==> src/isbh_pkg.sv <==
// Constants, register map and state encoding of the I2C slave byte handshake block
package isbh_pkg;
    // Register byte addresses
    localparam logic [7:0] ADDR_SCR = 8'hd7;
    localparam logic [7:0] ADDR_DATA = 8'hd8;
    localparam logic [7:0] ADDR_CFG = 8'hd9;
    localparam logic [7:0] ADDR_OWN = 8'hda;
    // Status/control field positions
    localparam int B_BUS_ERR = 7;
    localparam int B_STOP = 5;
    localparam int B_ACK = 4;
    localparam int B_ADDR = 3;
    localparam int B_XMIT = 2;
    localparam int B_LRB = 1;
    localparam int B_BYTE = 0;
    // Configuration field positions
    localparam int C_HW_MATCH = 0;
    localparam int C_BUF_MODE = 1;
    // Reset values
    localparam logic [7:0] RST_DATA = 8'h00;
    localparam logic [1:0] RST_CFG = 2'h0;
    localparam logic [6:0] RST_OWN = 7'h00;
    // Bit counter landmarks within one nine-clock byte
    localparam logic [3:0] CNT_LAST = 4'h7;
    localparam logic [3:0] CNT_DATA = 4'h8;
    localparam logic [3:0] CNT_ACK = 4'h9;
    typedef enum logic [1:0] {
        ST_IDLE = 2'b00,
        ST_ADDR = 2'b01,
        ST_RX = 2'b10,
        ST_TX = 2'b11
    } isbh_state_t;
endpackage : isbh_pkg

==> src/isbh_slave.sv <==
// I2C slave byte handshake: status/control, shifter, stall and bus sampling
`timescale 1ns/1ps
module isbh_slave #(
    parameter int BUF_DEPTH = 32
) (
    input wire logic clk_sys_i,
    input wire logic nrst_i,
    input wire logic [7:0] reg_addr_i,
    input wire logic [7:0] reg_wdata_i,
    input wire logic reg_wr_i,
    input wire logic reg_rd_i,
    output logic [7:0] reg_rdata_o,
    output logic irq_o,
    input wire logic scl_i,
    output logic scl_o,
    output logic scl_oe_n_o,
    input wire logic sda_i,
    output logic sda_o,
    output logic sda_oe_n_o
);
    isbh_pkg::isbh_state_t state_reg, state_next;
    logic [1:0] scl_sync_reg, sda_sync_reg;
    logic scl_d_reg, sda_d_reg;
    logic [3:0] cnt_reg, cnt_next;
    logic [7:0] shift_reg;
    logic [8:0] byte_cnt_reg;
    logic [1:0] cfg_reg;
    logic [6:0] own_reg;
    logic bus_err_reg, stop_reg, ack_ctl_reg, addr_reg, xmit_reg, lrb_reg, bc_reg;
    logic pend_reg, stall_reg, rw_reg, tx_nack_reg;
    logic use_auto_reg, auto_val_reg, ack_sent_reg, addressed_reg, addr_nack_reg;
    logic sda_drv_reg, sda_drv_next;
    logic [7:0] rdata_reg;
    logic irq_reg, scl_oe_n_reg, sda_oe_n_reg;

    // Only the second stage is read; the third gives the edge history
    wire scl_s = scl_sync_reg[1];
    wire sda_s = sda_sync_reg[1];
    wire scl_rise = scl_s & ~scl_d_reg;
    wire scl_fall = ~scl_s & scl_d_reg;
    wire start_det = scl_s & scl_d_reg & sda_d_reg & ~sda_s;
    wire stop_det = scl_s & scl_d_reg & ~sda_d_reg & sda_s;

    wire wr_scr = reg_wr_i && (reg_addr_i == isbh_pkg::ADDR_SCR);
    wire wr_data = reg_wr_i && (reg_addr_i == isbh_pkg::ADDR_DATA);
    wire wr_cfg = reg_wr_i && (reg_addr_i == isbh_pkg::ADDR_CFG);
    wire wr_own = reg_wr_i && (reg_addr_i == isbh_pkg::ADDR_OWN);
    wire hw_match_enable = cfg_reg[isbh_pkg::C_HW_MATCH];
    wire buf_mode = cfg_reg[isbh_pkg::C_BUF_MODE];

    wire keep_err = ~wr_scr | reg_wdata_i[isbh_pkg::B_BUS_ERR];
    wire keep_stop = ~wr_scr | reg_wdata_i[isbh_pkg::B_STOP];
    wire keep_addr = ~wr_scr | reg_wdata_i[isbh_pkg::B_ADDR];
    wire keep_lrb = ~wr_scr | reg_wdata_i[isbh_pkg::B_LRB];
    wire keep_bc = ~wr_scr | reg_wdata_i[isbh_pkg::B_BYTE];

    // A write in the cycle of the edge counts as on time
    wire ack_eff = wr_scr ? reg_wdata_i[isbh_pkg::B_ACK] : ack_ctl_reg;
    wire xmit_eff = wr_scr ? reg_wdata_i[isbh_pkg::B_XMIT] : xmit_reg;
    // Pending falling edge proceeds only once firmware has answered
    wire fall_go = (scl_fall & (~pend_reg | wr_scr)) | (stall_reg & wr_scr);

    wire busy = (state_reg != isbh_pkg::ST_IDLE);
    wire last_bit = scl_rise && busy && (cnt_reg == isbh_pkg::CNT_LAST);
    wire addr_byte = last_bit && (state_reg == isbh_pkg::ST_ADDR);
    wire rx_byte = last_bit && (state_reg == isbh_pkg::ST_RX);
    wire tx_ack = scl_rise && (state_reg == isbh_pkg::ST_TX) && (cnt_reg == isbh_pkg::CNT_DATA);
    wire addr_hit = (shift_reg[6:0] == own_reg);
    // Mismatch under hardware matching takes no address
    wire addr_take = addr_byte && (~hw_match_enable | addr_hit);
    // Count of data bytes against the buffer end
    wire beyond = buf_mode && (byte_cnt_reg >= 9'(BUF_DEPTH));
    // Buffer mode with matching flags the address only
    wire data_ev_ok = (~buf_mode | ~hw_match_enable) & ~beyond;
    // Byte event at the sampling rise
    wire bc_set = addr_take | ((rx_byte | tx_ack) & data_ev_ok);
    // Data direction from control bit or address in buffer mode
    wire dir_tx = buf_mode ? rw_reg : xmit_eff;
    wire ack_now = use_auto_reg ? auto_val_reg : ack_eff;
    // Start and stop legal only idle or at a byte boundary outside transmit
    wire edge_ok = ~busy || ((state_reg != isbh_pkg::ST_TX) && (cnt_reg == 4'h0));
    wire ack_slot = fall_go && busy && (cnt_reg == isbh_pkg::CNT_DATA);
    wire addr_slot = ack_slot && (state_reg == isbh_pkg::ST_ADDR);

    wire [7:0] scr_val = {bus_err_reg, 1'b0, stop_reg, ack_ctl_reg,
                          addr_reg, xmit_reg, lrb_reg, bc_reg};
    wire [7:0] rd_mux = (reg_addr_i == isbh_pkg::ADDR_SCR) ? scr_val :
                        (reg_addr_i == isbh_pkg::ADDR_DATA) ? shift_reg :
                        (reg_addr_i == isbh_pkg::ADDR_CFG) ? {6'h00, cfg_reg} :
                        (reg_addr_i == isbh_pkg::ADDR_OWN) ? {1'b0, own_reg} : 8'h00;

    always_comb begin
        state_next = state_reg;
        cnt_next = cnt_reg;
        sda_drv_next = sda_drv_reg;
        if (start_det) begin
            state_next = isbh_pkg::ST_ADDR;
            cnt_next = 4'h0;
            sda_drv_next = 1'b0;
        end else if (stop_det) begin
            state_next = isbh_pkg::ST_IDLE;
            cnt_next = 4'h0;
            sda_drv_next = 1'b0;
        end else if (busy) begin
            if (scl_rise && (cnt_reg != isbh_pkg::CNT_ACK)) begin
                cnt_next = cnt_reg + 4'h1;
            end
            if (fall_go) begin
                if (cnt_reg == isbh_pkg::CNT_DATA) begin
                    // Ack slot driven from ack choice
                    sda_drv_next = (state_reg != isbh_pkg::ST_TX) && ack_now;
                end else if (cnt_reg == isbh_pkg::CNT_ACK) begin
                    cnt_next = 4'h0;
                    sda_drv_next = 1'b0;
                    if (state_reg == isbh_pkg::ST_TX && tx_nack_reg) begin
                        // Transmit after peer NACK idles
                        state_next = isbh_pkg::ST_IDLE;
                    end else if (state_reg != isbh_pkg::ST_TX && !ack_sent_reg) begin
                        // After NACK ignore bus until next start
                        state_next = isbh_pkg::ST_IDLE;
                    end else if (dir_tx) begin
                        state_next = isbh_pkg::ST_TX;
                        sda_drv_next = ~shift_reg[7];
                    end else begin
                        state_next = isbh_pkg::ST_RX;
                    end
                end else if (state_reg == isbh_pkg::ST_TX) begin
                    sda_drv_next = ~shift_reg[7];
                end
            end
        end
    end

    always_ff @(posedge clk_sys_i or negedge nrst_i) begin
        if (!nrst_i) begin
            scl_sync_reg <= 2'h3;
            sda_sync_reg <= 2'h3;
            scl_d_reg <= 1'b1;
            sda_d_reg <= 1'b1;
        end else begin
            scl_sync_reg <= {scl_sync_reg[0], scl_i};
            sda_sync_reg <= {sda_sync_reg[0], sda_i};
            scl_d_reg <= scl_s;
            sda_d_reg <= sda_s;
        end
    end

    always_ff @(posedge clk_sys_i or negedge nrst_i) begin
        if (!nrst_i) begin
            state_reg <= isbh_pkg::ST_IDLE;
            cnt_reg <= 4'h0;
            sda_drv_reg <= 1'b0;
        end else begin
            state_reg <= state_next;
            cnt_reg <= cnt_next;
            sda_drv_reg <= sda_drv_next;
        end
    end

    // Firmware reads and writes the live shifter
    always_ff @(posedge clk_sys_i or negedge nrst_i) begin
        if (!nrst_i) begin
            shift_reg <= isbh_pkg::RST_DATA;
        end else if (wr_data) begin
            shift_reg <= reg_wdata_i;
        end else if (scl_rise && busy && (cnt_reg < isbh_pkg::CNT_DATA)) begin
            shift_reg <= {shift_reg[6:0], sda_s};
        end
    end

    always_ff @(posedge clk_sys_i or negedge nrst_i) begin
        if (!nrst_i) begin
            cfg_reg <= isbh_pkg::RST_CFG;
            own_reg <= isbh_pkg::RST_OWN;
        end else begin
            cfg_reg <= wr_cfg ? reg_wdata_i[1:0] : cfg_reg;
            own_reg <= wr_own ? reg_wdata_i[6:0] : own_reg;
        end
    end

    // Byte bookkeeping of the current transaction
    always_ff @(posedge clk_sys_i or negedge nrst_i) begin
        if (!nrst_i) begin
            byte_cnt_reg <= 9'h000;
            rw_reg <= 1'b0;
            tx_nack_reg <= 1'b0;
            use_auto_reg <= 1'b0;
            auto_val_reg <= 1'b0;
            ack_sent_reg <= 1'b0;
        end else begin
            if (start_det) begin
                byte_cnt_reg <= 9'h000;
            end else if ((rx_byte | tx_ack) && !byte_cnt_reg[8]) begin
                byte_cnt_reg <= byte_cnt_reg + 9'h001;
            end
            rw_reg <= addr_byte ? sda_s : rw_reg;
            // Receiver ack sampled on the ninth rise
            tx_nack_reg <= tx_ack ? sda_s : tx_nack_reg;
            if (addr_byte | rx_byte) begin
                use_auto_reg <= ~bc_set;
                auto_val_reg <= rx_byte & ~beyond;
            end
            ack_sent_reg <= ack_slot ? ack_now : ack_sent_reg;
        end
    end

    always_ff @(posedge clk_sys_i or negedge nrst_i) begin
        if (!nrst_i) begin
            addressed_reg <= 1'b0;
            addr_nack_reg <= 1'b0;
        end else if (start_det | stop_det) begin
            addressed_reg <= 1'b0;
            addr_nack_reg <= 1'b0;
        end else if (addr_slot) begin
            addressed_reg <= ack_now;
            addr_nack_reg <= ~ack_now;
        end
    end

    // Status bits; a hardware set always wins over a same-cycle clear
    always_ff @(posedge clk_sys_i or negedge nrst_i) begin
        if (!nrst_i) begin
            bus_err_reg <= 1'b0;
            stop_reg <= 1'b0;
            addr_reg <= 1'b0;
            lrb_reg <= 1'b0;
            bc_reg <= 1'b0;
        end else begin
            bus_err_reg <= ((start_det | stop_det) & ~edge_ok) | (bus_err_reg & keep_err);
            stop_reg <= (stop_det & addressed_reg) | (stop_reg & keep_stop);
            addr_reg <= addr_take | (addr_reg & keep_addr &
                        ~(stop_det & hw_match_enable & addr_nack_reg));
            lrb_reg <= ~start_det & (tx_ack ? sda_s : (lrb_reg & keep_lrb));
            // Byte complete clears lose to a new byte
            bc_reg <= bc_set | (bc_reg & keep_bc & ~start_det &
                      ~(wr_scr & hw_match_enable & stop_reg & ~reg_wdata_i[isbh_pkg::B_ACK]));
        end
    end

    always_ff @(posedge clk_sys_i or negedge nrst_i) begin
        if (!nrst_i) begin
            ack_ctl_reg <= 1'b0;
            xmit_reg <= 1'b0;
        end else begin
            ack_ctl_reg <= ack_eff;
            xmit_reg <= ~start_det & xmit_eff;
        end
    end

    // Stretch from a pending falling edge to the next control write
    always_ff @(posedge clk_sys_i or negedge nrst_i) begin
        if (!nrst_i) begin
            pend_reg <= 1'b0;
            stall_reg <= 1'b0;
        end else begin
            pend_reg <= bc_set | (pend_reg & ~wr_scr & ~start_det & ~stop_det);
            stall_reg <= ~wr_scr & ~start_det & ~stop_det & (stall_reg | (scl_fall & pend_reg));
        end
    end

    // SCL release and the new SDA level reach the pins in the same cycle
    always_ff @(posedge clk_sys_i or negedge nrst_i) begin
        if (!nrst_i) begin
            rdata_reg <= 8'h00;
            irq_reg <= 1'b0;
            scl_oe_n_reg <= 1'b1;
            sda_oe_n_reg <= 1'b1;
        end else begin
            rdata_reg <= reg_rd_i ? rd_mux : 8'h00;
            irq_reg <= bc_reg | addr_reg | stop_reg;
            scl_oe_n_reg <= ~stall_reg;
            sda_oe_n_reg <= ~sda_drv_reg;
        end
    end

    // Open-drain pins only ever pull low
    assign scl_o = 1'b0;
    assign sda_o = 1'b0;
    assign scl_oe_n_o = scl_oe_n_reg;
    assign sda_oe_n_o = sda_oe_n_reg;
    assign reg_rdata_o = rdata_reg;
    assign irq_o = irq_reg;
endmodule : isbh_slave

==> config.mk <==
export PLATFORM = sky130hd
export DESIGN_NAME = isbh_slave
export DESIGN_NICKNAME = d
export VERILOG_FILES = /design/src/isbh_pkg.sv /design/src/isbh_slave.sv
export SDC_FILE = /design/constraint.sdc
export NUM_CORES = 1
export LEC_CHECK = 0
export BUFFER_PORTS_ARGS = -buffer_cell sky130_fd_sc_hd__buf_2
export CAP_MARGIN = 40
export CORE_ASPECT_RATIO = 0.5
export CORE_MARGIN = 2
export CORE_UTILIZATION = 55
export DETAILED_ROUTE_END_ITERATION = 12
export PLACE_DENSITY_LB_ADDON = 0.2
export SYNTH_ARGS = -nofsm -noshare
export SYNTH_HDL_FRONTEND = slang
export SYNTH_SLANG_ARGS = --single-unit
==> constraint.sdc <==
create_clock -name clk_sys_i -period 2.6 [get_ports clk_sys_i]
set_input_delay 0.13 -clock clk_sys_i [delete_from_list [all_inputs] [get_ports clk_sys_i]]
set_output_delay 0.13 -clock clk_sys_i [all_outputs]
set_load 0.03 [all_outputs]
## Yosys cells after proc, flatten, opt, wreduce, memory -nomap -nowiden

Cells that the tools add are included.

| word-level totals | value |
|---|---|
| register bits after elaboration | 66 |
| output and inout bits | 13 |
| word-level logic and storage cells | 207 |

| operators by class | value |
|---|---|
| add/sub/neg operators | 2 |
| order comparisons | 2 |
| eq/ne operators | 14 |
| multiplexer cells | 44 |
| bitwise gates (word level) | 78 |
| reductions and logical operators | 36 |

Operator list:

| cell | count |
|---|---|
| $mux 8 | 5 |
| $and 1x1->1 | 36 |
| $eq 8x8->1 const B | 4 |
| $mux 4 | 7 |
| $logic_and 1x1->1 | 22 |
| $not 1->1 | 21 |
| $or 1x1->1 | 21 |
| $mux 1 | 20 |
| $mux 9 | 2 |
| $mux 2 | 8 |
| $mux 7 | 2 |
| $add 9x1->9 const B | 1 |
| $ge 9x6->1 const B | 1 |
| $reduce_bool 3->1 | 3 |
| $eq 4x4->1 const B | 2 |
| $reduce_bool 2->1 | 4 |
| $eq 7x7->1 | 1 |
| $reduce_bool 5->1 | 1 |
| $add 4x1->4 const B | 1 |
| $eq 2x2->1 const B | 2 |
| $eq 4x3->1 const B | 1 |
| $logic_not 4->1 | 1 |
| $lt 4x4->1 const B | 1 |
| $ne 4x4->1 const B | 1 |
| 7 further kinds | 8 |

## Logic depth before layout (Yosys ltp)

| logic depth | value |
|---|---|
| depth in word-level cells | 13 |
| depth in mapped cells | 7 |
| mapped depth without buffers | 7 |

## Worst setup path before layout

Ideal clock, no wire load.

| path | value |
|---|---|
| path type | register to register |
| start point | register cnt_reg[0] |
| end point | register byte_cnt_reg[7] |
| arrival | 1,895 ps |
| data required time | 2,522 ps |
| path slack | 628 ps |
| cell stages (with the launch flop) | 8 |
| clock period less this slack | 1,972 ps |
| cell sequence | dfrtp_1 -> inv_1 -> ha_1 -> nand3b_2 -> nor3_4 -> o21ai_4 -> or4_1 -> a21oi_1 |

| on the way | value |
|---|---|
| cells in the longest elaborated chain, start to end | 6 |

RTL lines:

| what | RTL line | source |
|---|---|---|
| start, declared | isbh_slave.sv:24 | `logic [3:0] cnt_reg, cnt_next;` |
| start signal, assigned | isbh_slave.sv:155 | `cnt_reg <= cnt_next;` |
| $eq 4x3->1 | isbh_slave.sv:64 | `wire last_bit = scl_rise && busy && (cnt_reg == isbh_pkg::CNT_LAST);` |
| $logic_and 1x1->1 | isbh_slave.sv:64 |  |
| $logic_and 1x1->1 | isbh_slave.sv:66 | `wire rx_byte = last_bit && (state_reg == isbh_pkg::ST_RX);` |
| $or 1x1->1 * | isbh_slave.sv:193 | `end else if ((rx_byte \| tx_ack) && !byte_cnt_reg[8]) begin` |
| $logic_and 1x1->1 * | isbh_slave.sv:193 |  |
| $reduce_bool 2->1 (no source line) * | -- |  |
| end signal, assigned | isbh_slave.sv:194 | `byte_cnt_reg <= byte_cnt_reg + 9'h001;` |
| end, declared | isbh_slave.sv:26 | `logic [8:0] byte_cnt_reg;` |

Every way passes the cells marked *; elsewhere a longest branch is shown, timed or not.
A chain may end at the register's enable or synchronous reset.

## Worst setup path after layout

| path | value |
|---|---|
| start point | register cnt_reg[0] |
| end point | register byte_cnt_reg[5] |

The elaborated chain is that of the path after synthesis.

==> impl_metrics.env <==
export IMPL_final_cell_mix="58 x dfrtp_1, 34 x nand2_1, 32 x buf_2, 26 x nor2_1, 22 x o21ai_0"
export IMPL_synthToLayoutAreaGrowth_pct=17.58
export IMPL_yosys_warnings=0
export IMPL_seq_area_frac_synth=0.4884
export IMPL_synthTopCellsByArea="dfrtp_1 43%, dfstp_2 6.2%, mux2i_1 4.4%"
export IMPL_final_antenna_net_count=0
export IMPL_grt_usage=0.2511
export IMPL_worstSetupPathType="flop to flop"
export IMPL_post_route_period_util=0.8336
export IMPL_drive_gt1_frac=0.2202
export IMPL_max_freq_ghz=0.4614
export IMPL_async_reset_ff_frac=1.000
export IMPL_design_die_area_sq_mm=0.006869
export IMPL_synth_largest_area_cell="dfrtp_1"
export IMPL_cts_resized=0
export IMPL_fillers=480
export IMPL_post_drt_wl_per_cell_microns=16.60
export IMPL_finalSetupViolCount=0
export IMPL_final_common_cell="dfrtp_1"
export IMPL_clk_pin_slew_ns=0.05
export IMPL_drtIter0Drc=264
export IMPL_p_leak_nw=1.726
export IMPL_placed_area_sq_mm=0.003659
export IMPL_io_pins=35
export IMPL_cp_end_kind="flop"
export IMPL_cp_required_ns=2.86
export IMPL_slew_headroom=0.5590
export IMPL_maxCapViolations=0
export IMPL_drt_total_wl_microns=7721
export IMPL_largest_register_ffs=9
export IMPL_cts_sinks=66
export IMPL_cts_max_path_buffers=2
export IMPL_start_util=0.5641
export IMPL_grt_setup_unrepaired="no"
export IMPL_vias=2639
export IMPL_overflow=0
export IMPL_instances_no_fill=465
export IMPL_grt_max_degree=31
export IMPL_cpPeakStageDelay_ns=0.52
export IMPL_ir_worst_vdd_v=0.0005762
export IMPL_synth_top_flop_cell="dfrtp_1"
export IMPL_diodes=0
export IMPL_status="completed"
export IMPL_min_period_ns=2.167
export IMPL_crit_arrival_ns=2.42
export IMPL_rows=20
export IMPL_clk_latency_ns=0.33
export IMPL_design_area_sq_mm=0.004000
export IMPL_netlist_instances=329
export IMPL_cp_buffers_inverters=1
export IMPL_worstMarginPinSlew_ns=0.6614
export IMPL_crit_path_cell_trace="inv_1 -> ha_1 -> nand3b_2 -> nor3_4 -> o21ai_4 -> or4_1 -> a21oi_1"
export IMPL_h_tree_depth=3
export IMPL_fin_nets=399
export IMPL_fin_worst_skew_ns=0.007421
export IMPL_gp_congestion=0.9406
export IMPL_grt_pass1_vias=2646
export IMPL_dp_cells=446
export IMPL_dr_pass1_iters=4
export IMPL_clockRootBuffer="clkbuf_16"
export IMPL_synth_edf_count=0
export IMPL_crit_family="simple AND/OR/NAND/NOR gates"
export IMPL_drc_errors=0
export IMPL_vias_per_cell=5.675
export IMPL_dp_hpwl_microns=5553
export IMPL_grt_pass1_wl_microns=12970
export IMPL_hold_viol=0
export IMPL_netlist_area_sq_mm=0.003402
export IMPL_ys_seq_elements=66
export IMPL_avgSynthCellArea_sq_um=10.34
export IMPL_slew_viol_final=0
export IMPL_cts_buffers=9
export IMPL_critPathMaxFanout=10
export IMPL_die_h_microns=59.61
export IMPL_setup_ws_ns=0.4327
export IMPL_worst_path_max_delay_cell="or4_1"
export IMPL_cp_start_kind="flop"
export IMPL_cts_tree="yes"
export IMPL_dp_slack_ns=0.4347
export IMPL_grt_antenna_before_repair=0
export IMPL_io_buffers=32
export IMPL_total_power_mw=3.054
export IMPL_synth_cell_type_count=65
export IMPL_core_sq_mm=0.006031
export IMPL_die_x_microns=115.2
export IMPL_synth_top_cell_area_share=0.4266
export IMPL_p_per_area_mw_per_mm2=763.6
export IMPL_tns_ns=0
export IMPL_hp_class="input pin to flop"
-- per-stage QoR --
stage	util	hold WS [ns]
2_1_floorplan	-	-0.1656
3_3_place_gp	0.6066	0.1914
3_5_place_dp	0.6066	0.2041
4_1_cts	0.6633	0.03131
5_1_grt	0.6633	0.04509
6_report	0.6633	0.03757
-- tightest hold or removal path, stage by stage --
cell,delay [ns]
buf_2,0.09
nand2_1,0.04
o21ai_0,0.06
-- synth_stat cells, drive strengths merged, types with 6 or more instances --
library cell,count
inv,19
mux2,11
xor2,10
buf,8
nand2,34
dfstp,8
o31ai,7
mux2i,15
nand4b,6
o21ai,23
nor2,26
a21oi,11
dfrtp,58
-- timing repair --
item / CTS / global route
hold endpoints to repair: 28 / 0
setup buffers: 0 / 0
hold buffers: 3 / 0
-- power breakdown --
part           total [mW]  internal [mW]  switching, mW
logic               0.451          0.199          0.252
clock network        1.27          0.837          0.433
registers            1.33           1.17          0.160
total                3.05           2.21          0.845
-- cell type report --
class / count / area (sq um) / area share
inverter: 19 / 71.32 / 0.01783
sequential: 66 / 1662 / 0.4154
clock buffer: 11 / 232.7 / 0.05818
clock inverter: 5 / 78.83 / 0.01971
multi-input combinational: 235 / 1610 / 0.4026
tap: 88 / 110.1 / 0.02753
timing repair buffer: 41 / 235.2 / 0.05881
-- logic make-up after synthesis --
family	after synthesis	synth area share
buf+inv	29	0.03935
xor+xnor	13	0.03347
other cells	1	0.001102
flops	66	0.4884
fa+ha+maj	6	0.02133
simple gates	115	0.1912
mux	26	0.08054
compound gates	73	0.1445
-- layer usage --
metal  vias up  global-route usage  share of wire  wire [microns]
met5         -                   0              0               0
met4         0             0.09122          0.010              80
met3        10             0.06033          0.065             501
met2        62              0.3966           0.45            3451
met1      1302              0.3427           0.48            3687
li1       1265                   -              -               -
-- path summary, 6_finish.rpt --
| path | slack, ns | depth (start not counted) | startpoint | end |
|---|---|---|---|---|
| min | 0.04 | 3 | reg_wdata_i[7] | shift_reg[7] |
| max reg2reg | 0.43 | 7 | cnt_reg[0] | byte_cnt_reg[5] |
| min reg2reg | 0.35 | 0 | scl_sync_reg[0] | scl_sync_reg[1] |
| max | 0.43 | 7 | cnt_reg[0] | byte_cnt_reg[5] |
| max in group asynchronous | 1.41 | 3 | nrst_i | scl_sync_reg[1] |
| min in group asynchronous | 0.37 | 2 | nrst_i | shift_reg[6] |
Power figures use the tool's default switching activity.
